===== src/rtl/asb_consts.vh =====
// Constants for the serial channel: register offsets, field positions, reset values and divider figures.
// Assumes an APB master with 32-bit data; registers sit on aligned words in the low bits.
// Overview of operation
// Speed select codes 0 to 6 divide by 1, 2, 4, 8, 16, 32 or 64, and code 7 takes the external clock.
// The external clock fed in must not run faster than the system clock divided by forty.
// The divide-ratio bit sets one stage to divide by 64 when 1 and by 16 when 0.
// With the external clock, only the divide-ratio bit changes the division applied to it.
// The parity sense bit picks even parity at 0 and odd at 1, and matters only while parity is on.
// Reading the shared prescaler bit returns the present clear-to-send pin level.
// While the clear-to-send pin is high, the receive-full flag is not set and characters are ignored.
// Writing the shared prescaler bit picks a prescaler of 10 for 0 and of 30 for 1.
// The bit rate comes from prescaler, divide-ratio stage and speed-select divider in cascade.
// With all rate fields zero the channel runs at one 160th of the system clock.
// In multidrop mode a frame is start bit, data bits, one address-mark bit, then stop bits.
// The sent address-mark bit equals the address-mark transmit control bit.
// A byte sent with its address mark at 1 is accepted by stations filtering for marked bytes.
// With the address filter and multidrop mode on, unmarked bytes are dropped without any flag change.
// Parity is generated and checked only while parity enable is set.
// Control B holds speed select in bits 2 to 0, divide ratio in bit 3 and prescaler in bit 5.
// The divide-ratio stage is the oversampling factor, so a total of 160 gives the listed rates.
`ifndef ASB_CONSTS_VH
`define ASB_CONSTS_VH
`define ASB_OFS_CTL_A 8'h00
`define ASB_OFS_CTL_B 8'h04
`define ASB_OFS_TXD 8'h08
`define ASB_OFS_RXD 8'h0C
`define ASB_OFS_LSR 8'h10
`define ASB_OFS_IST 8'h14
`define ASB_OFS_IMASK 8'h18
`define ASB_CA_STOP2 0
`define ASB_CA_PAR_EN 1
`define ASB_CA_DATA8 2
`define ASB_CA_FILT_EN 3
`define ASB_CA_RX_EN 4
`define ASB_CA_TX_EN 5
`define ASB_CA_RESET 6'h34
`define ASB_CB_SS_HI 2
`define ASB_CB_SS_LO 0
`define ASB_CB_DR 3
`define ASB_CB_ODD 4
`define ASB_CB_PS 5
`define ASB_CB_MP 6
`define ASB_CB_MARK_TX 7
`define ASB_CB_PS_MASK 8'h20
`define ASB_CB_RESET 8'h00
`define ASB_LS_RXF 0
`define ASB_LS_TXE 1
`define ASB_LS_OVR 2
`define ASB_LS_FE 3
`define ASB_LS_PE 4
`define ASB_LS_MARK 5
`define ASB_LS_CTS 6
`define ASB_IS_RX 0
`define ASB_IS_TX 1
`define ASB_IS_ERR 2
`define ASB_SS_EXT 3'h7
`define ASB_PS_LIM_LO 5'h09
`define ASB_PS_LIM_HI 5'h1D
`define ASB_OSR_LIM_LO 6'h0F
`define ASB_OSR_LIM_HI 6'h3F
`define ASB_BASE_BITS 4'h8
`define ASB_RX_SR_W 4'hA
`endif


===== src/rtl/asb_sync.v =====
// Two-stage synchroniser for a group of pin inputs.
// Assumes the inputs are asynchronous levels; the first stage is read only by the second.
module asb_sync #(
	parameter W = 3
) (
	// Clock and reset
	input wire pclk,
	input wire presetn,
	// Raw and synchronised levels
	input wire [W-1:0] d,
	output wire [W-1:0] q
);
	reg [W-1:0] meta_ff;
	reg [W-1:0] sync_ff;

	// Both stages reset high, the idle level of the serial pins.
	always @(posedge pclk or negedge presetn)
	begin
		if (!presetn)
		begin
			meta_ff <= {W{1'b1}};
			sync_ff <= {W{1'b1}};
		end
		else
		begin
			meta_ff <= d;
			sync_ff <= meta_ff;
		end
	end

	assign q = sync_ff;
endmodule


===== src/rtl/asb_baud.v =====
// Sample-rate generator: prescaler then speed-select divider, or external clock edges.
// Assumes ext_rise is a one-cycle pulse made from a synchronised external clock.
`include "asb_consts.vh"
module asb_baud (
	// Clock and reset
	input wire pclk,
	input wire presetn,
	// Rate settings
	input wire [2:0] ss,
	input wire ps,
	input wire ext_rise,
	// One pulse per oversample period
	output wire sample_tick
);
	reg [4:0] ps_cnt_ff;
	reg [5:0] ss_cnt_ff;
	reg tick_ff;
	wire [4:0] ps_lim;
	wire [5:0] ss_lim;
	wire pre_hit;
	wire ss_hit;

	// Terminal count of the speed-select divider for codes 0 to 6.
	function [5:0] asb_ss_limit;
		input [2:0] code;
		begin
			asb_ss_limit = (6'h01 << code) - 6'h01;
		end
	endfunction

	assign ps_lim = ps ? `ASB_PS_LIM_HI : `ASB_PS_LIM_LO;
	assign ss_lim = asb_ss_limit(ss);
	assign pre_hit = (ps_cnt_ff == ps_lim);
	assign ss_hit = pre_hit && (ss_cnt_ff == ss_lim);

	// Prescaler feeds the speed-select divider; code 7 bypasses both for the external clock.
	always @(posedge pclk or negedge presetn)
	begin
		if (!presetn)
		begin
			ps_cnt_ff <= 5'h00;
			ss_cnt_ff <= 6'h00;
			tick_ff <= 1'b0;
		end
		else
		begin
			ps_cnt_ff <= pre_hit ? 5'h00 : ps_cnt_ff + 5'h01;
			if (pre_hit)
			begin
				ss_cnt_ff <= (ss_cnt_ff >= ss_lim) ? 6'h00 : ss_cnt_ff + 6'h01;
			end
			if (ss == `ASB_SS_EXT)
			begin
				tick_ff <= ext_rise;
			end
			else
			begin
				tick_ff <= ss_hit;
			end
		end
	end

	assign sample_tick = tick_ff;
endmodule


===== src/rtl/asb_top.v =====
// Serial channel with APB registers: rate control, parity, clear-to-send readback and multidrop framing.
// Assumes an APB master on pclk; the serial pins and the external clock are asynchronous.
`include "asb_consts.vh"
module asb_top (
	// Clock and reset
	input wire pclk,
	input wire presetn,
	// APB slave
	input wire psel,
	input wire penable,
	input wire pwrite,
	input wire [7:0] paddr,
	input wire [31:0] pwdata,
	output wire [31:0] prdata,
	output wire pready,
	output wire pslverr,
	// Serial pins
	input wire cts_n_pin,
	input wire ext_clk_pin,
	input wire rxd_pin,
	output wire txd,
	// Interrupt
	output wire irq
);
	localparam TX_IDLE = 1'b0;
	localparam TX_SHIFT = 1'b1;
	localparam RX_IDLE = 2'h0;
	localparam RX_START = 2'h1;
	localparam RX_DATA = 2'h2;

	reg [5:0] ctl_a_ff;
	reg [7:0] ctl_b_ff;
	reg [7:0] tx_hold_ff;
	reg tx_empty_ff;
	reg [7:0] rx_data_ff;
	reg rx_full_ff;
	reg ovr_ff;
	reg fe_ff;
	reg pe_ff;
	reg mark_last_ff;
	reg [2:0] ist_ff;
	reg [2:0] imask_ff;
	reg [31:0] prdata_ff;
	reg pslverr_ff;
	reg ext_prev_ff;
	reg tx_state_ff;
	reg [11:0] tx_sr_ff;
	reg [3:0] tx_bits_ff;
	reg [5:0] tx_cnt_ff;
	reg txd_ff;
	reg [1:0] rx_state_ff;
	reg [9:0] rx_sr_ff;
	reg [3:0] rx_bits_ff;
	reg [5:0] rx_cnt_ff;
	reg [31:0] rd_mux;
	reg rd_hit;
	reg [7:0] lsr;
	reg [11:0] nxt_frame;
	reg [9:0] rx_full_sr;
	reg [9:0] rx_aligned;

	wire cts_n_s;
	wire ext_s;
	wire rxd_s;
	wire sample_tick;
	wire setup = psel & ~penable;
	wire access = psel & penable;
	wire wr = access & pwrite;
	wire rd = access & ~pwrite;
	wire [2:0] ss = ctl_b_ff[`ASB_CB_SS_HI:`ASB_CB_SS_LO];
	wire dr = ctl_b_ff[`ASB_CB_DR];
	wire odd = ctl_b_ff[`ASB_CB_ODD];
	wire mp = ctl_b_ff[`ASB_CB_MP];
	wire mark_tx = ctl_b_ff[`ASB_CB_MARK_TX];
	wire par_en = ctl_a_ff[`ASB_CA_PAR_EN];
	wire data8 = ctl_a_ff[`ASB_CA_DATA8];
	wire stop2 = ctl_a_ff[`ASB_CA_STOP2];
	wire filt_en = ctl_a_ff[`ASB_CA_FILT_EN];
	wire rx_en = ctl_a_ff[`ASB_CA_RX_EN];
	wire tx_en = ctl_a_ff[`ASB_CA_TX_EN];
	wire extra = mp | par_en;
	wire [5:0] osr_lim = dr ? `ASB_OSR_LIM_HI : `ASB_OSR_LIM_LO;
	wire [5:0] osr_half = {1'b0, osr_lim[5:1]};
	wire [3:0] rx_n = `ASB_BASE_BITS + {3'h0, data8} + {3'h0, extra};
	// A frame starts only on a sample tick, so the start bit is as long as every other bit.
	wire tx_load = (tx_state_ff == TX_IDLE) & tx_en & ~tx_empty_ff & sample_tick;
	wire tx_bit_end = sample_tick & (tx_cnt_ff == osr_lim);
	wire rx_bit_end = sample_tick & (rx_cnt_ff == osr_lim);
	wire rx_fin = (rx_state_ff == RX_DATA) & rx_bit_end & (rx_bits_ff == 4'h1) & rx_en;
	wire [7:0] rx_char = data8 ? rx_aligned[7:0] : {1'b0, rx_aligned[6:0]};
	wire rx_extra = data8 ? rx_aligned[8] : rx_aligned[7];
	wire rx_stop = rx_aligned[rx_n - 4'h1];
	wire rx_par_exp = odd ? ~^rx_char : ^rx_char;
	wire rx_drop_mark = mp & filt_en & ~rx_extra;
	wire rx_accept = rx_fin & ~rx_drop_mark & ~cts_n_s;
	wire rx_fe = rx_accept & ~rx_stop;
	wire rx_pe = rx_accept & par_en & ~mp & (rx_extra != rx_par_exp);
	wire rx_ovr = rx_accept & rx_full_ff & ~(rd & (paddr == `ASB_OFS_RXD));
	wire [2:0] ev = {rx_fe | rx_pe | rx_ovr, tx_load, rx_accept};

	// Parity bit of a character in the chosen sense.
	function asb_parity;
		input [7:0] d;
		input d8;
		input sense_odd;
		reg p;
		begin
			p = d8 ? ^d : ^d[6:0];
			asb_parity = sense_odd ? ~p : p;
		end
	endfunction

	// Bit periods the shifter drives: the frame without its last stop bit, which is left to the idle level.
	function [3:0] asb_frame_len;
		input d8;
		input ex;
		input s2;
		begin
			asb_frame_len = `ASB_BASE_BITS + {3'h0, d8} + {3'h0, ex} + {3'h0, s2};
		end
	endfunction

	// Pin synchronisers for clear-to-send, external clock and receive data.
	asb_sync #(
		.W(3)
	) u_sync (
		.pclk(pclk),
		.presetn(presetn),
		.d({cts_n_pin, ext_clk_pin, rxd_pin}),
		.q({cts_n_s, ext_s, rxd_s})
	);

	// Sample-rate generator; the external clock is expected below a fortieth of pclk.
	asb_baud u_baud (
		.pclk(pclk),
		.presetn(presetn),
		.ss(ss),
		.ps(ctl_b_ff[`ASB_CB_PS]),
		.ext_rise(ext_s & ~ext_prev_ff),
		.sample_tick(sample_tick)
	);

	// Line status assembly and read data selection.
	always @*
	begin
		lsr = 8'h00;
		lsr[`ASB_LS_RXF] = rx_full_ff;
		lsr[`ASB_LS_TXE] = tx_empty_ff;
		lsr[`ASB_LS_OVR] = ovr_ff;
		lsr[`ASB_LS_FE] = fe_ff;
		lsr[`ASB_LS_PE] = pe_ff;
		lsr[`ASB_LS_MARK] = mark_last_ff;
		lsr[`ASB_LS_CTS] = cts_n_s;
		rd_hit = 1'b1;
		case (paddr)
			`ASB_OFS_CTL_A: rd_mux = {26'h0, ctl_a_ff};
			`ASB_OFS_CTL_B: rd_mux = {24'h0, (ctl_b_ff & ~`ASB_CB_PS_MASK) | (cts_n_s ? `ASB_CB_PS_MASK : 8'h00)};
			`ASB_OFS_TXD: rd_mux = {24'h0, tx_hold_ff};
			`ASB_OFS_RXD: rd_mux = {24'h0, rx_data_ff};
			`ASB_OFS_LSR: rd_mux = {24'h0, lsr};
			`ASB_OFS_IST: rd_mux = {29'h0, ist_ff};
			`ASB_OFS_IMASK: rd_mux = {29'h0, imask_ff};
			default:
			begin
				rd_mux = 32'h0;
				rd_hit = 1'b0;
			end
		endcase
	end

	// Read data and error answer are captured in the setup cycle, so every access takes one cycle.
	always @(posedge pclk or negedge presetn)
	begin
		if (!presetn)
		begin
			prdata_ff <= 32'h0;
			pslverr_ff <= 1'b0;
			ext_prev_ff <= 1'b1; // Matches the synchroniser reset level, so no false edge follows reset.
		end
		else
		begin
			ext_prev_ff <= ext_s;
			if (setup)
			begin
				prdata_ff <= pwrite ? 32'h0 : rd_mux;
				pslverr_ff <= ~rd_hit;
			end
		end
	end

	// Register file, flags and interrupt status; every hardware set wins over a clear in the same cycle.
	always @(posedge pclk or negedge presetn)
	begin
		if (!presetn)
		begin
			ctl_a_ff <= `ASB_CA_RESET;
			ctl_b_ff <= `ASB_CB_RESET;
			tx_hold_ff <= 8'h00;
			tx_empty_ff <= 1'b1;
			rx_data_ff <= 8'h00;
			rx_full_ff <= 1'b0;
			ovr_ff <= 1'b0;
			fe_ff <= 1'b0;
			pe_ff <= 1'b0;
			mark_last_ff <= 1'b0;
			ist_ff <= 3'h0;
			imask_ff <= 3'h0;
		end
		else
		begin
			if (wr && paddr == `ASB_OFS_CTL_A)
				ctl_a_ff <= pwdata[5:0];
			if (wr && paddr == `ASB_OFS_CTL_B)
				ctl_b_ff <= pwdata[7:0];
			if (wr && paddr == `ASB_OFS_IMASK)
				imask_ff <= pwdata[2:0];
			// Holding register: a write while full is ignored.
			if (wr && paddr == `ASB_OFS_TXD && tx_empty_ff)
			begin
				tx_hold_ff <= pwdata[7:0];
				tx_empty_ff <= 1'b0;
			end
			else if (tx_load)
			begin
				tx_empty_ff <= 1'b1;
			end
			// Receive data register; an overrun keeps the older character.
			if (rx_accept && !rx_ovr)
			begin
				rx_data_ff <= rx_char;
				mark_last_ff <= mp & rx_extra;
				rx_full_ff <= 1'b1;
			end
			else if (rd && paddr == `ASB_OFS_RXD)
			begin
				rx_full_ff <= 1'b0;
			end
			// Error flags clear by writing ones to the line status register.
			if (rx_ovr)
				ovr_ff <= 1'b1;
			else if (wr && paddr == `ASB_OFS_LSR && pwdata[`ASB_LS_OVR])
				ovr_ff <= 1'b0;
			if (rx_fe)
				fe_ff <= 1'b1;
			else if (wr && paddr == `ASB_OFS_LSR && pwdata[`ASB_LS_FE])
				fe_ff <= 1'b0;
			if (rx_pe)
				pe_ff <= 1'b1;
			else if (wr && paddr == `ASB_OFS_LSR && pwdata[`ASB_LS_PE])
				pe_ff <= 1'b0;
			// Reading the interrupt status clears only the bits that the read returned.
			if (rd && paddr == `ASB_OFS_IST)
				ist_ff <= (ist_ff & ~prdata_ff[2:0]) | ev;
			else
				ist_ff <= ist_ff | ev;
		end
	end

	// Transmit frame, least significant first: start, data, optional mark or parity, stop bits.
	always @*
	begin
		nxt_frame = {12{1'b1}};
		if (data8)
		begin
			nxt_frame[8:0] = {tx_hold_ff, 1'b0};
			if (extra)
				nxt_frame[9] = mp ? mark_tx : asb_parity(tx_hold_ff, 1'b1, odd);
		end
		else
		begin
			nxt_frame[7:0] = {tx_hold_ff[6:0], 1'b0};
			if (extra)
				nxt_frame[8] = mp ? mark_tx : asb_parity(tx_hold_ff, 1'b0, odd);
		end
	end

	// Transmitter: one bit per oversample count, aborted when the transmitter is disabled.
	always @(posedge pclk or negedge presetn)
	begin
		if (!presetn)
		begin
			tx_state_ff <= TX_IDLE;
			tx_sr_ff <= {12{1'b1}};
			tx_bits_ff <= 4'h0;
			tx_cnt_ff <= 6'h00;
			txd_ff <= 1'b1;
		end
		else
		begin
			case (tx_state_ff)
				TX_IDLE:
				begin
					txd_ff <= 1'b1;
					tx_cnt_ff <= 6'h00;
					if (tx_load)
					begin
						tx_sr_ff <= nxt_frame;
						tx_bits_ff <= asb_frame_len(data8, extra, stop2);
						tx_state_ff <= TX_SHIFT;
					end
				end
				TX_SHIFT:
				begin
					txd_ff <= tx_sr_ff[0];
					if (!tx_en)
					begin
						tx_state_ff <= TX_IDLE;
					end
					else if (sample_tick)
					begin
						tx_cnt_ff <= tx_bit_end ? 6'h00 : tx_cnt_ff + 6'h01;
						if (tx_bit_end)
						begin
							tx_sr_ff <= {1'b1, tx_sr_ff[11:1]};
							tx_bits_ff <= tx_bits_ff - 4'h1;
							if (tx_bits_ff == 4'h1)
								tx_state_ff <= TX_IDLE;
						end
					end
				end
				default:
				begin
					tx_state_ff <= TX_IDLE;
				end
			endcase
		end
	end

	// Align the received bits so that the first data bit sits at bit 0.
	always @*
	begin
		rx_full_sr = {rxd_s, rx_sr_ff[9:1]};
		rx_aligned = rx_full_sr >> (`ASB_RX_SR_W - rx_n);
	end

	// Receiver: start bit confirmed at mid-bit, then one sample per bit period through the first stop bit.
	always @(posedge pclk or negedge presetn)
	begin
		if (!presetn)
		begin
			rx_state_ff <= RX_IDLE;
			rx_sr_ff <= 10'h000;
			rx_bits_ff <= 4'h0;
			rx_cnt_ff <= 6'h00;
		end
		else if (!rx_en)
		begin
			rx_state_ff <= RX_IDLE;
			rx_cnt_ff <= 6'h00;
		end
		else if (sample_tick)
		begin
			case (rx_state_ff)
				RX_IDLE:
				begin
					rx_cnt_ff <= 6'h00;
					if (!rxd_s)
						rx_state_ff <= RX_START;
				end
				RX_START:
				begin
					rx_cnt_ff <= rx_cnt_ff + 6'h01;
					if (rx_cnt_ff == osr_half - 6'h01)
					begin
						rx_cnt_ff <= 6'h00;
						rx_bits_ff <= rx_n;
						rx_state_ff <= rxd_s ? RX_IDLE : RX_DATA;
					end
				end
				RX_DATA:
				begin
					rx_cnt_ff <= rx_bit_end ? 6'h00 : rx_cnt_ff + 6'h01;
					if (rx_bit_end)
					begin
						rx_sr_ff <= rx_full_sr;
						rx_bits_ff <= rx_bits_ff - 4'h1;
						if (rx_bits_ff == 4'h1)
							rx_state_ff <= RX_IDLE;
					end
				end
				default:
				begin
					rx_state_ff <= RX_IDLE;
				end
			endcase
		end
	end

	assign prdata = prdata_ff;
	assign pready = 1'b1;
	assign pslverr = pslverr_ff & access;
	assign txd = txd_ff;
	assign irq = |(ist_ff & imask_ff);
endmodule


===== config.mk =====
export PLATFORM = sky130hd
export DESIGN_NAME = asb_top
export DESIGN_NICKNAME = d
export VERILOG_FILES = /design/src/rtl/asb_sync.v /design/src/rtl/asb_baud.v /design/src/rtl/asb_top.v
export VERILOG_INCLUDE_DIRS = /design/src /design/src/rtl
export SDC_FILE = /design/constraint.sdc
export NUM_CORES = 1
export LEC_CHECK = 0
export BUFFER_PORTS_ARGS = -buffer_cell sky130_fd_sc_hd__buf_4
export CAP_MARGIN = 20
export CORE_ASPECT_RATIO = 0.8
export CORE_MARGIN = 2
export CORE_UTILIZATION = 35
export DETAILED_ROUTE_END_ITERATION = 8
export SYNTH_ARGS = -nofsm -noshare
export SYNTH_HDL_FRONTEND = slang
export SYNTH_SLANG_ARGS = --single-unit

===== constraint.sdc =====
create_clock -name pclk -period 6.1 [get_ports pclk]
set_input_delay 1.22 -clock pclk [delete_from_list [all_inputs] [get_ports pclk]]
set_output_delay 1.22 -clock pclk [all_outputs]
set_load 0.02 [all_outputs]

==> results_tabular.tex, run 1 <==
\begin{tabular}{lr}
\hline
Metric & Value \\
\hline
\multicolumn{2}{l}{\textbf{Min path}} \\
\quad Beginning of the worst hold path & u\_sync.meta\_ff[2]\$\_DFF\_PN1\_ \\
\quad Hold Crit Depth & 0 \\
\quad Hold Crit Class & reg2reg \\
\quad Hold path endpoint & u\_sync.q[2]\$\_DFF\_PN1\_ \\
\multicolumn{2}{l}{\textbf{Clock network}} \\
\quad Hold\_buf cts & 0 \\
\quad CTS Buf Count & 17 \\
\quad Number of buffers on the longest clock path & 2 \\
\quad TritonCTS clock tree & done \\
\quad Clock root buffer master & clkbuf\_16 \\
\quad Clock edge transition at the registers on the reported setup and hold paths & $\sim$0.060 ns \\
\quad Worst-skew pair later-pin latency & a little over 0.4 ns \\
\quad Resized cells post-CTS & 0 \\
\quad Setup fix buffers added after clock tree synthesis & 0 \\
\quad H-Tree Level Count & 4 \\
\quad Clock Sinks & roughly 110 \\
\multicolumn{2}{l}{\textbf{Power}} \\
\quad Switching portion of total power & between 20\% and 30\% \\
\quad Cell-internal power & 0.00149 W \\
\quad Peak supply drop & about 0.16 mV \\
\quad Portion of total power attributed to the clock network & 51.6\% \\
\quad PwrDens & 271 mW/mm\^{}2 \\
\quad Net switching power of the design & 0.000479 W \\
\quad Leakage power & 3.19 nW \\
\quad Seq pwr share & between 40\% and 50\% \\
\quad Comb power frac & 7.8\% \\
\multicolumn{2}{l}{\textbf{Route}} \\
\quad Routed wire per std cell & between 15 and 20 um \\
\quad Number of design-rule violations left by the first detailed-router iteration & roughly 290 \\
\quad Total length of routed wires & 14400 um \\
\quad Number of design rule violations left after detail routing & 0 \\
\quad DR vias/cell & approximately 5.2 \\
\quad Post-route ant nets & 0 \\
\quad Number of vias after detailed routing & between 4000 and 5000 \\
\quad Count of TritonRoute iterations in the first routing pass & 6 \\
\multicolumn{2}{l}{\textbf{Finish}} \\
\quad Signed area change from the synthesized netlist to the final layout & 14.6\% \\
\quad Layout cell share with drive strength beyond 1 & 20.8\% \\
\quad Nets@finish & between 700 and 800 \\
\quad Combined flip-flop and latch cell area & between 0.002 and 0.003 sq mm \\
\quad Antenna diodes & 0 \\
\quad Fillers & 1660 \\
\quad Multi-input logic area & between 0.003 and 0.004 sq mm \\
\multicolumn{2}{l}{\textbf{Critical path}} \\
\quad Buffer and inverter count on the worst path & 0 \\
\quad Kind of critical path & reg2reg \\
\quad FF-to-FF Start & ctl\_b\_ff[6]\$\_DFFE\_PN0P\_ \\
\quad Critical path's most frequent cell & xnor2\_1 \\
\quad Logic depth of the worst register-to-register path & 8 \\
\quad Worst Path Max Fanout & 20 \\
\quad Cell chain of the critical path & or2\_1, ha\_1, mux4\_2, nand2\_1, xnor2\_1, xnor2\_1, xnor2\_1, o21ai\_0 \\
\quad Critical-path cell with the highest stage delay & ha\_1 \\
\quad End of the worst register-to-register path & ist\_ff[2]\$\_DFF\_PN0\_ \\
\quad Data arrival time of the worst path & between 3 and 4 ns \\
\quad CP Capture Type & register \\
\quad Depth of the critical timing path with buffers and inverters included & 8 \\
\quad Launching element type of the critical path & register \\
\quad Worst stage delay on the critical path & 0.80 ns \\
\quad Required @ worst endpoint & around 6.4 ns \\
\quad Family of cells with the greatest summed delay on the critical path & adder cells \\
\quad Worst reg2reg setup slack & 2.97 ns \\
\multicolumn{2}{l}{\textbf{Timing}} \\
\quad Fmax achieved & 0.320 GHz \\
\quad Final Max Slew Viols & 0 \\
\quad Hold violation total from the final report & 0 \\
\quad Accumulated negative setup slack & 0 ns \\
\quad Post-layout worst setup margin & 2.97 ns \\
\quad Fin crit share & 51.3\% \\
\quad Transition time of the tightest slew-check pin & about 0.86 ns \\
\quad Setup violators final & 0 \\
\quad Unrepaired setup endpoints after global routing & no \\
\quad Max\_slew headroom & around 43\% \\
\quad Crit path time final & approximately 3.1 ns \\
\quad Clock skew & 0.0112 ns \\
\multicolumn{2}{l}{\textbf{Synthesis}} \\
\quad Mean instance size in the synthesized netlist & 10.0 sq um \\
\quad Mapped Cells & roughly 630 \\
\quad Cell Area, Synth & $\sim$0.0063 sq mm \\
\quad Ys flop type & dfrtp\_1 \\
\quad Number of distinct library cells after synthesis & 66 \\
\quad Number of enable flip-flop cells after synthesis & 0 \\
\quad Number of register bits inferred by synthesis & 113 \\
\quad FFs w/ async S/R, synth & between 90\% and 100\% \\
\quad Portion of the post-synthesis area used by sequential elements & 45.0\% \\
\quad Yosys warns & 0 \\
\multicolumn{2}{l}{\textbf{Placed design}} \\
\quad GPL Wtd Cong & 0.890 \\
\quad Estimated wirelength of the detail-placed design & between 10000 and 15000 um \\
\quad Placement Setup Slack & roughly 2.8 ns \\
\quad Port-buffer cells & 34 \\
\multicolumn{2}{l}{\textbf{Floorplan}} \\
\quad Starting density of the core & between 30\% and 40\% \\
\quad Core ar. & about 0.018 sq mm \\
\quad Number of top-level pins & 84 \\
\quad Std cell rows & 43 \\
\quad Overall die width & $\sim$150 um \\
\quad Die area & approximately 0.019 sq mm \\
\quad Die Span Y & 124 um \\
\multicolumn{2}{l}{\textbf{Outcome}} \\
\quad Result of the run & finished, final reports clean \\
\multicolumn{2}{l}{\textbf{Global route}} \\
\quad Overflow after GRT & 0 \\
\quad Antenna violations before repair & 0 \\
\quad Wire length of the first global-routing pass & about 24000 um \\
\quad Pin count of the biggest net entering global routing & between 60 and 70 \\
\quad Tot GR Track Use & 15.6\% \\
\quad Via count of the first global-routing pass & $\sim$4600 \\
\multicolumn{2}{l}{\textbf{Run}} \\
\quad Number of violations of the max-capacitance limit & 0 \\
\hline
\end{tabular}
synth_stat cells, types with 4 or more instances:
library cell,n,area [sq um]
nand3_1,29,145
and3_1,5,31.3
and2_1,4,25.0
inv_1,23,86.3
mux2i_1,19,190
buf_4,26,195
mux2_2,34,383
buf_2,7,35.0
nor3_1,8,40.0
o21ai_1,5,25.0
xnor2_1,17,149
o21ai_0,47,235
xor2_1,11,96.3
mux4_2,4,90.1
or3_1,8,50.1
a21oi_1,26,130
nor2b_1,5,31.3
nand2_1,83,312
a22oi_1,9,67.6
a21o_1,7,52.6
ha_1,22,275
dfstp_2,22,578
o31ai_1,5,37.5
a222oi_1,6,60.1
nand4_1,8,50.1
o21a_1,4,30.0
clkbuf_1,11,41.3
nand2b_1,6,37.5
dfrtp_1,91,2280
a21oi_2,4,35.0
nor2_1,30,113
metal layers:
layer	global-route usage [%]	share of wire, %
met5	0	0
met4	4.68	1.3
met3	3.76	5.8
met2	23.2	45
met1	22.5	48
worst reg2reg max path: stages, from the launching register on:
cell and delay, ns:
dfrtp_1 0.54, or2_1 0.33, ha_1 0.80, mux4_2 0.59, nand2_1 0.13, xnor2_1 0.14
xnor2_1 0.10, xnor2_1 0.23, o21ai_0 0.14
through the flow:
| stage | utilization, % | hold slack [ns] | std cells | area [sq um] | total power (W) |
|---|---|---|---|---|---|
| final | 41.4 | 0.355 | 898 | 7270 | 0.00197 |
| after global routing | 41.4 | 0.358 | 898 | 7270 | 0.00205 |
| after CTS | 41.4 | 0.355 | 898 | 7270 | 0.00199 |
| after detailed placement | 38.0 | 0.347 | 866 | 6660 | 0.000965 |
| after global placement | 38.0 | 0.345 | 866 | 6660 | 0.000956 |
| after floorplan | - | 0.345 | 654 | 6420 | 0.000921 |
state kept, by name, summed over array words and instances (netlist names), 4 cells and up:
| register | count |
|---|---|
| u_baud.ps_cnt_ff | 5 |
| rx_cnt_ff | 6 |
| rx_bits_ff | 4 |
| u_baud.ss_cnt_ff | 6 |
| prdata | 8 |
| ctl_b_ff | 8 |
| rx_sr_ff | 9 |
| tx_sr_ff | 10 |
| tx_hold_ff | 8 |
| tx_bits_ff | 4 |
| ctl_a_ff | 6 |
| tx_cnt_ff | 6 |
| rx_data_ff | 8 |
cell usage in the layout, fill, tap and decap left out, types with 6 or more instances in the layout:
| master | count |
|---|---|
| a21o_1 | 7 |
| a21oi_1 | 26 |
| a222oi_1 | 6 |
| a22oi_1 | 9 |
| buf_4 | 35 |
| clkbuf_16 | 17 |
| conb_1 | 25 |
| dfrtp_1 | 91 |
| dfstp_2 | 22 |
| ha_1 | 22 |
| inv_1 | 23 |
| mux2_2 | 34 |
| mux2i_1 | 19 |
| nand2_1 | 83 |
| nand2b_1 | 6 |
| nand3_1 | 29 |
| nand4_1 | 8 |
| nor2_1 | 30 |
| nor3_1 | 8 |
| o21ai_0 | 47 |
| or3_1 | 8 |
| xnor2_1 | 17 |
| xor2_1 | 11 |
kinds of logic (layout without fill, tap and decap cells):
group                    Yosys count  in the layout  synth area share (%)
AND/OR/NAND/NOR                  201            201                  15.3
AO/OA/AOI/OAI                    133            133                  13.4
flip-flops                       113            113                  45.0
buffers and inverters             71             90                  6.24
multiplexers                      58             58                  10.7
XOR/XNOR                          30             30                  4.58
adder cells (fa/ha/maj)           23             23                  4.66
other                              2             25                 0.118
how the worst max path moves through the flow:
stage,slack [ns],to,from
floorplan,3.31,tx_hold_ff[0]$_DFFE_PN0P_,paddr[1]
global placement,2.82,ctl_b_ff[2]$_DFFE_PN0P_,paddr[1]
detailed placement,2.79,ctl_b_ff[1]$_DFFE_PN0P_,paddr[1]
CTS,2.97,ist_ff[2]$_DFF_PN0_,ctl_b_ff[6]$_DFFE_PN0P_
global route,2.74,ist_ff[2]$_DFF_PN0_,ctl_b_ff[6]$_DFFE_PN0P_
finish,2.97,ist_ff[2]$_DFF_PN0_,ctl_b_ff[6]$_DFFE_PN0P_
power by group through the flow:
stage	combinational, W	clock (W)	sequential [W]
2_1_floorplan	0.000120	0	0.000801
3_3_place_gp	0.000149	0	0.000807
3_5_place_dp	0.000156	0	0.000809
4_1_cts	0.000157	0.00103	0.000797
5_1_grt	0.000178	0.00107	0.000799
6_report	0.000154	0.00102	0.000797
area by class of cell:
cell class,instances,area share (%)
multi-input combinational,470,43.7
sequential,113,39.3
clock buffer,20,6.15
tap,225,3.87
timing repair buffer,35,3.62
clock inverter,12,2.19
inverter,23,1.19
No activity file was read; power rests on OpenSTA's default activity.
==> run 2: changes to the inputs <==
==> constraint.sdc (replaced) <==
create_clock -name pclk -period 3.2 [get_ports pclk]
set_input_delay 0.64 -clock pclk [delete_from_list [all_inputs] [get_ports pclk]]
set_output_delay 0.64 -clock pclk [all_outputs]
set_load 0.02 [all_outputs]
==> run 2 against run 1 <==
Total power grew 91%. Setup slack lost 2.6 ns. Routed wire length grew 2.5%. Non-clock buffer count grew 11. Utilization grew 0.54 points. Via count grew 2.7%. Clock skew shrank 0.0030 ns. Largest cell class unchanged. Largest power group unchanged. Highest routed layer unchanged.
==> results_tabular.tex, run 2 (synthesis results as in run 1) <==
\begin{tabular}{lr}
\hline
Metric & Value \\
\hline
\multicolumn{2}{l}{\textbf{Clock network}} \\
\quad Clock root buffer master & clkbuf\_16 \\
\quad Worst-skew pair later-pin latency & 0.42 ns (about the same) \\
\quad TritonCTS clock tree & done \\
\quad Hold\_buf cts & 0 (unchanged) \\
\quad Clock edge transition at the registers on the reported setup and hold paths & 0.06 ns (about the same) \\
\quad Number of buffers on the longest clock path & 2 (unchanged) \\
\quad H-Tree Level Count & 4 (unchanged) \\
\quad Resized cells post-CTS & 0 (unchanged) \\
\quad CTS Buf Count & 17 (unchanged) \\
\quad Setup fix buffers added after clock tree synthesis & 0 (unchanged) \\
\quad Clock Sinks & 113 (unchanged) \\
\multicolumn{2}{l}{\textbf{Placed design}} \\
\quad Placement-stage cell area & 0.00676 sq mm (+1.4\%) \\
\quad Number of placed instances with taps included & 877 (+1.3\%) \\
\quad Port-buffer cells & 34 (unchanged) \\
\quad GPL Wtd Cong & 0.872 (-1.9\%) \\
\quad Estimated wirelength of the detail-placed design & 10700 um (+4.2\%) \\
\multicolumn{2}{l}{\textbf{Finish}} \\
\quad Most frequent standard cell in the layout excluding fill and tap cells & dfrtp\_1 \\
\quad Non-filler cells, final & 909 (+1.2\%) \\
\quad Nets@finish & 742 (+1.5\%) \\
\quad Antenna diodes & 0 (unchanged) \\
\quad Signed area change from the synthesized netlist to the final layout & 16.1\% \\
\quad Layout cell share with drive strength beyond 1 & 22.2\% (+1.4 points) \\
\quad Top library cells by usage in the layout, fill and taps aside & dfrtp\_1, nand2\_1, o21ai\_0, buf\_4, mux2\_2 \\
\quad Multi-input logic area & 0.00317 sq mm (unchanged) \\
\quad Post-route cell area & 0.00736 sq mm (+1.3\%) \\
\quad Combined flip-flop and latch cell area & 0.00286 sq mm (unchanged) \\
\quad Fillers & 1656 (-0.24\%) \\
\quad Registers with the most flip-flops & tx\_sr\_ff (10), rx\_sr\_ff (9) \\
\quad Flip-flop count of the largest register, all copies and words added & 10 (unchanged) \\
\quad Register containing the most flip-flops in the final layout & tx\_sr\_ff \\
\multicolumn{2}{l}{\textbf{Timing}} \\
\quad Max\_slew headroom & 43.8\% (+0.95 points) \\
\quad Fmax achieved & 0.353 GHz (+10\%) \\
\quad Crit path time final & 2.83 ns (-0.297 ns) \\
\quad Final Max Slew Viols & 0 (unchanged) \\
\quad Accumulated negative setup slack & 0 ns (unchanged) \\
\quad Final-layout worst hold slack & 0.244 ns (-0.110 ns) \\
\quad Clock skew & 0.00828 ns (-0.00297 ns) \\
\quad Setup violators final & 0 (unchanged) \\
\quad Fin crit share & 88.5\% (+37 points) \\
\quad Hold violation total from the final report & 0 (unchanged) \\
\quad Unrepaired setup endpoints after global routing & no \\
\quad Transition time of the tightest slew-check pin & 0.843 ns (-0.0142 ns) \\
\multicolumn{2}{l}{\textbf{Floorplan}} \\
\quad Die Span Y & 124 um (unchanged) \\
\quad Core ar. & 0.0175 sq mm (unchanged) \\
\quad Std cell rows & 43 (unchanged) \\
\quad Overall die width & 154 um (unchanged) \\
\quad Number of top-level pins & 84 (unchanged) \\
\quad Starting density of the core & 36.1\% (unchanged) \\
\quad Die area & 0.0192 sq mm (unchanged) \\
\multicolumn{2}{l}{\textbf{Critical path}} \\
\quad Launching element type of the critical path & register \\
\quad CP Capture Type & register \\
\quad Data arrival time of the worst path & 3.12 ns (-0.29 ns) \\
\quad Kind of critical path & reg2reg \\
\quad Required @ worst endpoint & 3.49 ns (-2.89 ns) \\
\quad Worst Path Max Fanout & 14 (-30\%) \\
\multicolumn{2}{l}{\textbf{Route}} \\
\quad Routed wire per std cell & 16.2 um (+1.2\%) \\
\quad Total length of routed wires & 14800 um (+2.5\%) \\
\quad Number of design rule violations left after detail routing & 0 (unchanged) \\
\quad DR vias/cell & 5.32 (+1.5\%) \\
\quad Number of design-rule violations left by the first detailed-router iteration & 321 (+9.9\%) \\
\quad Post-route ant nets & 0 (unchanged) \\
\quad Count of TritonRoute iterations in the first routing pass & 6 (unchanged) \\
\quad Number of vias after detailed routing & 4838 (+2.7\%) \\
\multicolumn{2}{l}{\textbf{Min path}} \\
\quad Hold Crit Class & in2async \\
\multicolumn{2}{l}{\textbf{Run}} \\
\quad Number of violations of the max-capacitance limit & 0 (unchanged) \\
\multicolumn{2}{l}{\textbf{Power}} \\
\quad Peak supply drop & 0.382 mV (+130\%) \\
\quad Leakage power & 3.25 nW (+1.8\%) \\
\quad PwrDens & 511 mW/mm\^{}2 (+89\%) \\
\quad Sum of internal, switching and leakage power & 0.00376 W (+91\%) \\
\multicolumn{2}{l}{\textbf{Global route}} \\
\quad Overflow after GRT & 0 (unchanged) \\
\quad Via count of the first global-routing pass & 4747 (+2.4\%) \\
\quad Tot GR Track Use & 16.1\% (+0.48 points) \\
\quad Antenna violations before repair & 0 (unchanged) \\
\quad Wire length of the first global-routing pass & 24500 um (+2.0\%) \\
\quad Pin count of the biggest net entering global routing & 48 (-29\%) \\
\multicolumn{2}{l}{\textbf{Outcome}} \\
\quad Result of the run & finished, final reports clean \\
\hline
\end{tabular}
run 2: worst paths after layout:
| path | slack [ns] | to | cells past startpoint | start |
|---|---|---|---|---|
| max | 0.37 | ist_ff[2]$_DFF_PN0_ | 10 | ctl_a_ff[1]$_DFFE_PN0P_ |
| min | 0.24 | tx_cnt_ff[2]$_DFFE_PN0P_ | 1 | presetn |
| max reg2reg | 0.37 | ist_ff[2]$_DFF_PN0_ | 10 | ctl_a_ff[1]$_DFFE_PN0P_ |
| min reg2reg | 0.35 | u_sync.q[0]$_DFF_PN1_ | 0 | u_sync.meta_ff[0]$_DFF_PN1_ |
| max in group asynchronous | 2.16 | u_sync.q[0]$_DFF_PN1_ | 2 | presetn |
| min in group pclk | 0.33 | u_sync.meta_ff[1]$_DFF_PN1_ | 1 | ext_clk_pin |
run 2: layout make-up:
type                            instances  share of cell area [%]
Sequential cell                       113                    38.8
Multi-Input combinational cell        470                    43.1
Tap cell                              225                    3.83
Inverter                               23                    1.17
Clock inverter                         13                    2.19
Clock buffer                           19                    6.02
Timing Repair Buffer                   46                    4.86
run 2: where the power goes:
| group | leakage [nW] | internal [W] | switching, W |
|---|---|---|---|
| logic | 1.55 | 0.000121 | 0.000191 |
| clock network | 0.285 | 0.00124 | 0.000689 |
| registers | 1.42 | 0.00148 | 0.0000411 |
run 2: worst max-delay path: stages, from the launching register on:
cell     delay, ns
dfrtp_1       0.38
or2_1         0.27
ha_1          0.66
buf_4         0.24
nor2b_1       0.05
o21ai_1       0.22
xor2_1        0.26
xnor2_1       0.17
xnor2_1       0.16
xnor2_1       0.16
o21ai_0       0.12
run 2: per-stage QoR:
step           worst slack [ns]  utilization (%)
6_report                  0.369             42.0
4_1_cts                   0.340             42.0
3_3_place_gp              0.466             38.5
5_1_grt                   0.189             42.0
3_5_place_dp              0.400             38.5
2_1_floorplan             0.707                -
run 2: routing by layer:
layer / vias to the layer above / routed length, um / track usage, %
li1: 2265 / - / -
met1: 2377 / 7060 / 22.4
met2: 164 / 6580 / 24.0
met4: 0 / 288 / 6.59
met3: 32 / 828 / 3.93
met5: - / 0 / 0
==> run 3: changes to the inputs <==
--- a/config.mk
+++ b/config.mk
@@ -8,10 +8,12 @@
 export LEC_CHECK = 0
 export BUFFER_PORTS_ARGS = -buffer_cell sky130_fd_sc_hd__buf_4
 export CAP_MARGIN = 20
-export CORE_ASPECT_RATIO = 0.8
+export CELL_PAD_IN_SITES_DETAIL_PLACEMENT = 1
+export CELL_PAD_IN_SITES_GLOBAL_PLACEMENT = 1
 export CORE_MARGIN = 2
 export CORE_UTILIZATION = 35
 export DETAILED_ROUTE_END_ITERATION = 8
+export PLACE_DENSITY_LB_ADDON = 0.1
 export SYNTH_ARGS = -nofsm -noshare
 export SYNTH_HDL_FRONTEND = slang
 export SYNTH_SLANG_ARGS = --single-unit
==> run 3 against run 2 <==
Total power increased by 3.4%. Fmax is 0.12% higher. Final cell count increased by 0.44%. Utilization shrank 0.48 points. Clock-buffer cell count is 3 higher. Worst hold slack worse by 0.032 ns. First-iteration DRC count decreased by 31%. Die area about the same. Final area up 0.54%. Largest power group unchanged.
==> results_tabular.tex, run 3 (synthesis results as in run 1) <==
\begin{tabular}{lr}
\hline
Metric & Value \\
\hline
\multicolumn{2}{l}{\textbf{Route}} \\
\quad Number of design-rule violations left by the first detailed-router iteration & 222 (-31\%) \\
\quad Number of design rule violations left after detail routing & 0 (unchanged) \\
\quad DR vias/cell & 5.24 (-1.6\%) \\
\quad Post-route ant nets & 0 (unchanged) \\
\quad Count of TritonRoute iterations in the first routing pass & 4 (-2) \\
\quad Total length of routed wires & 16700 um (+13\%) \\
\quad Number of vias after detailed routing & 4781 (-1.2\%) \\
\quad Routed wire per std cell & 18.3 um (+13\%) \\
\multicolumn{2}{l}{\textbf{Placed design}} \\
\quad GPL Wtd Cong & 0.819 (-6.2\%) \\
\quad Placement Setup Slack & 0.373 ns (-0.0271 ns) \\
\quad Port-buffer cells & 34 (unchanged) \\
\quad Estimated wirelength of the detail-placed design & 12500 um (+17\%) \\
\multicolumn{2}{l}{\textbf{Global route}} \\
\quad Via count of the first global-routing pass & 5123 (+7.9\%) \\
\quad Antenna violations before repair & 0 (unchanged) \\
\quad Tot GR Track Use & 18.4\% (+2.3 points) \\
\quad Pin count of the biggest net entering global routing & 53 (+10\%) \\
\quad Overflow after GRT & 0 (unchanged) \\
\quad Wire length of the first global-routing pass & 27800 um (+13\%) \\
\multicolumn{2}{l}{\textbf{Clock network}} \\
\quad Number of buffers on the longest clock path & 2 (unchanged) \\
\quad Hold\_buf cts & 0 (unchanged) \\
\quad Clock Sinks & 113 (unchanged) \\
\quad Clock root buffer master & clkbuf\_16 \\
\quad Worst-skew pair later-pin latency & 0.42 ns (about the same) \\
\quad CTS Buf Count & 17 (unchanged) \\
\quad Resized cells post-CTS & 0 (unchanged) \\
\quad TritonCTS clock tree & done \\
\quad Setup fix buffers added after clock tree synthesis & 0 (unchanged) \\
\quad Clock edge transition at the registers on the reported setup and hold paths & 0.06 ns (about the same) \\
\quad H-Tree Level Count & 4 (unchanged) \\
\multicolumn{2}{l}{\textbf{Floorplan}} \\
\quad Die Span Y & 139 um (+11\%) \\
\quad Overall die width & 139 um (-10\%) \\
\quad Std cell rows & 49 (+14\%) \\
\quad Core ar. & 0.0178 sq mm (+1.7\%) \\
\quad Number of top-level pins & 84 (unchanged) \\
\quad Starting density of the core & 35.5\% (-0.61 points) \\
\quad Die area & 0.0192 sq mm (about the same) \\
\multicolumn{2}{l}{\textbf{Critical path}} \\
\quad Kind of critical path & reg2reg \\
\quad Launching element type of the critical path & register \\
\quad Worst Path Max Fanout & 10 (-4) \\
\quad CP Capture Type & register \\
\quad Required @ worst endpoint & 3.49 ns (about the same) \\
\quad Data arrival time of the worst path & 3.12 ns (about the same) \\
\multicolumn{2}{l}{\textbf{Power}} \\
\quad Leakage power & 3.28 nW (+0.82\%) \\
\quad Peak supply drop & 0.362 mV (-5.2\%) \\
\quad PwrDens & 526 mW/mm\^{}2 (+2.9\%) \\
\quad Sum of internal, switching and leakage power & 0.00389 W (+3.4\%) \\
\multicolumn{2}{l}{\textbf{Timing}} \\
\quad Post-layout worst setup margin & 0.372 ns (+0.00351 ns) \\
\quad Accumulated negative setup slack & 0 ns (unchanged) \\
\quad Clock skew & 0.0115 ns (+0.00322 ns) \\
\quad Crit path time final & 2.83 ns (-0.00351 ns) \\
\quad Unrepaired setup endpoints after global routing & no \\
\quad Max\_slew headroom & 52.3\% (+8.5 points) \\
\quad Hold violation total from the final report & 0 (unchanged) \\
\quad Setup violators final & 0 (unchanged) \\
\quad Fin crit share & 88.4\% (-0.11 points) \\
\quad Final Max Slew Viols & 0 (unchanged) \\
\quad Transition time of the tightest slew-check pin & 0.709 ns (-0.134 ns) \\
\quad Fmax achieved & 0.354 GHz (+0.12\%) \\
\multicolumn{2}{l}{\textbf{Run}} \\
\quad Number of violations of the max-capacitance limit & 0 (unchanged) \\
\multicolumn{2}{l}{\textbf{Finish}} \\
\quad Top library cells by usage in the layout, fill and taps aside & dfrtp\_1, nand2\_1, o21ai\_0, buf\_4, mux2\_2 \\
\quad Layout cell share with drive strength beyond 1 & 22.2\% (unchanged) \\
\quad Flip-flop count of the largest register, all copies and words added & 10 (unchanged) \\
\quad Signed area change from the synthesized netlist to the final layout & 16.7\% \\
\quad Most frequent standard cell in the layout excluding fill and tap cells & dfrtp\_1 \\
\quad Registers with the most flip-flops & tx\_sr\_ff (10), rx\_sr\_ff (9) \\
\quad Register containing the most flip-flops in the final layout & tx\_sr\_ff \\
\quad Antenna diodes & 0 (unchanged) \\
\quad Nets@finish & 742 (unchanged) \\
\multicolumn{2}{l}{\textbf{Outcome}} \\
\quad Result of the run & finished, final reports clean \\
\multicolumn{2}{l}{\textbf{Min path}} \\
\quad Hold Crit Class & in2async \\
\hline
\end{tabular}
[run 3: cell count changes in the layout (fill, tap and decap cells not counted)]
cell | previous run | this run
clkbuf_8 | 1 | 4
clkinv_4 | 2 | 0
clkinvlp_4 | 4 | 2
bufinv_16 | 3 | 4
clkinv_2 | 3 | 4
inv_6 | 1 | 0
[run 3: area by class of cell]
type	count	area, sq um
Fill cell	1994	10400
Multi-Input combinational cell	470	3170
Sequential cell	113	2860
Clock buffer	22	484
Timing Repair Buffer	46	358
Tap cell	229	287
Clock inverter	10	155
Inverter	23	86.3
[run 3: worst max-delay path, stage by stage (launching register included)]
cell and delay [ns]:
dfrtp_1 0.38, or2_1 0.28, ha_1 0.56, buf_4 0.24
a21oi_2 0.06, o311ai_2 0.39, a31o_4 0.27, nand2b_4 0.20
mux2_4 0.31
[run 3: power by group]
part / internal (W) / switching, W / leakage [nW]
combinational: 0.000122 / 0.000197 / 1.55
clock: 0.00138 / 0.000674 / 0.312
sequential: 0.00148 / 0.0000408 / 1.42
total: 0.00298 / 0.000912 / 3.28
[run 3: worst paths after layout]
| kind | start | endpoint | slack, ns | cells after the start |
|---|---|---|---|---|
| hold reg to reg | u_sync.meta_ff[0]$_DFF_PN1_ | u_sync.q[0]$_DFF_PN1_ | 0.36 | 0 |
| max in group asynchronous | presetn | tx_sr_ff[5]$_DFFE_PN1P_ | 2.20 | 2 |
| setup reg to reg | ctl_a_ff[1]$_DFFE_PN0P_ | rx_data_ff[6]$_DFFE_PN0P_ | 0.37 | 8 |
| hold / removal | presetn | rx_cnt_ff[4]$_DFFE_PN0P_ | 0.21 | 1 |
| min in group pclk | rxd_pin | u_sync.meta_ff[0]$_DFF_PN1_ | 0.33 | 1 |
| setup / recovery | ctl_a_ff[1]$_DFFE_PN0P_ | rx_data_ff[6]$_DFFE_PN0P_ | 0.37 | 8 |
[run 3: layer usage]
| layer | track usage [%] | up-vias | share of wire (%) |
|---|---|---|---|
| met5 | 0 | - | 0 |
| met4 | 6.39 | 0 | 1.7 |
| met3 | 3.83 | 21 | 2.3 |
| met2 | 30.2 | 60 | 49 |
| met1 | 24.3 | 2442 | 47 |
| li1 | - | 2258 | - |
[run 3: stage by stage]
| stage | utilization, % | cell area [sq um] | std cells | hold WS, ns |
|---|---|---|---|---|
| floorplan | - | 6420 | 654 | 0.344 |
| global route | 41.5 | 7400 | 913 | 0.252 |
| global placement | 37.9 | 6760 | 881 | 0.346 |
| CTS | 41.5 | 7400 | 913 | 0.227 |
| detailed placement | 37.9 | 6760 | 881 | 0.347 |
| finish | 41.5 | 7400 | 913 | 0.212 |
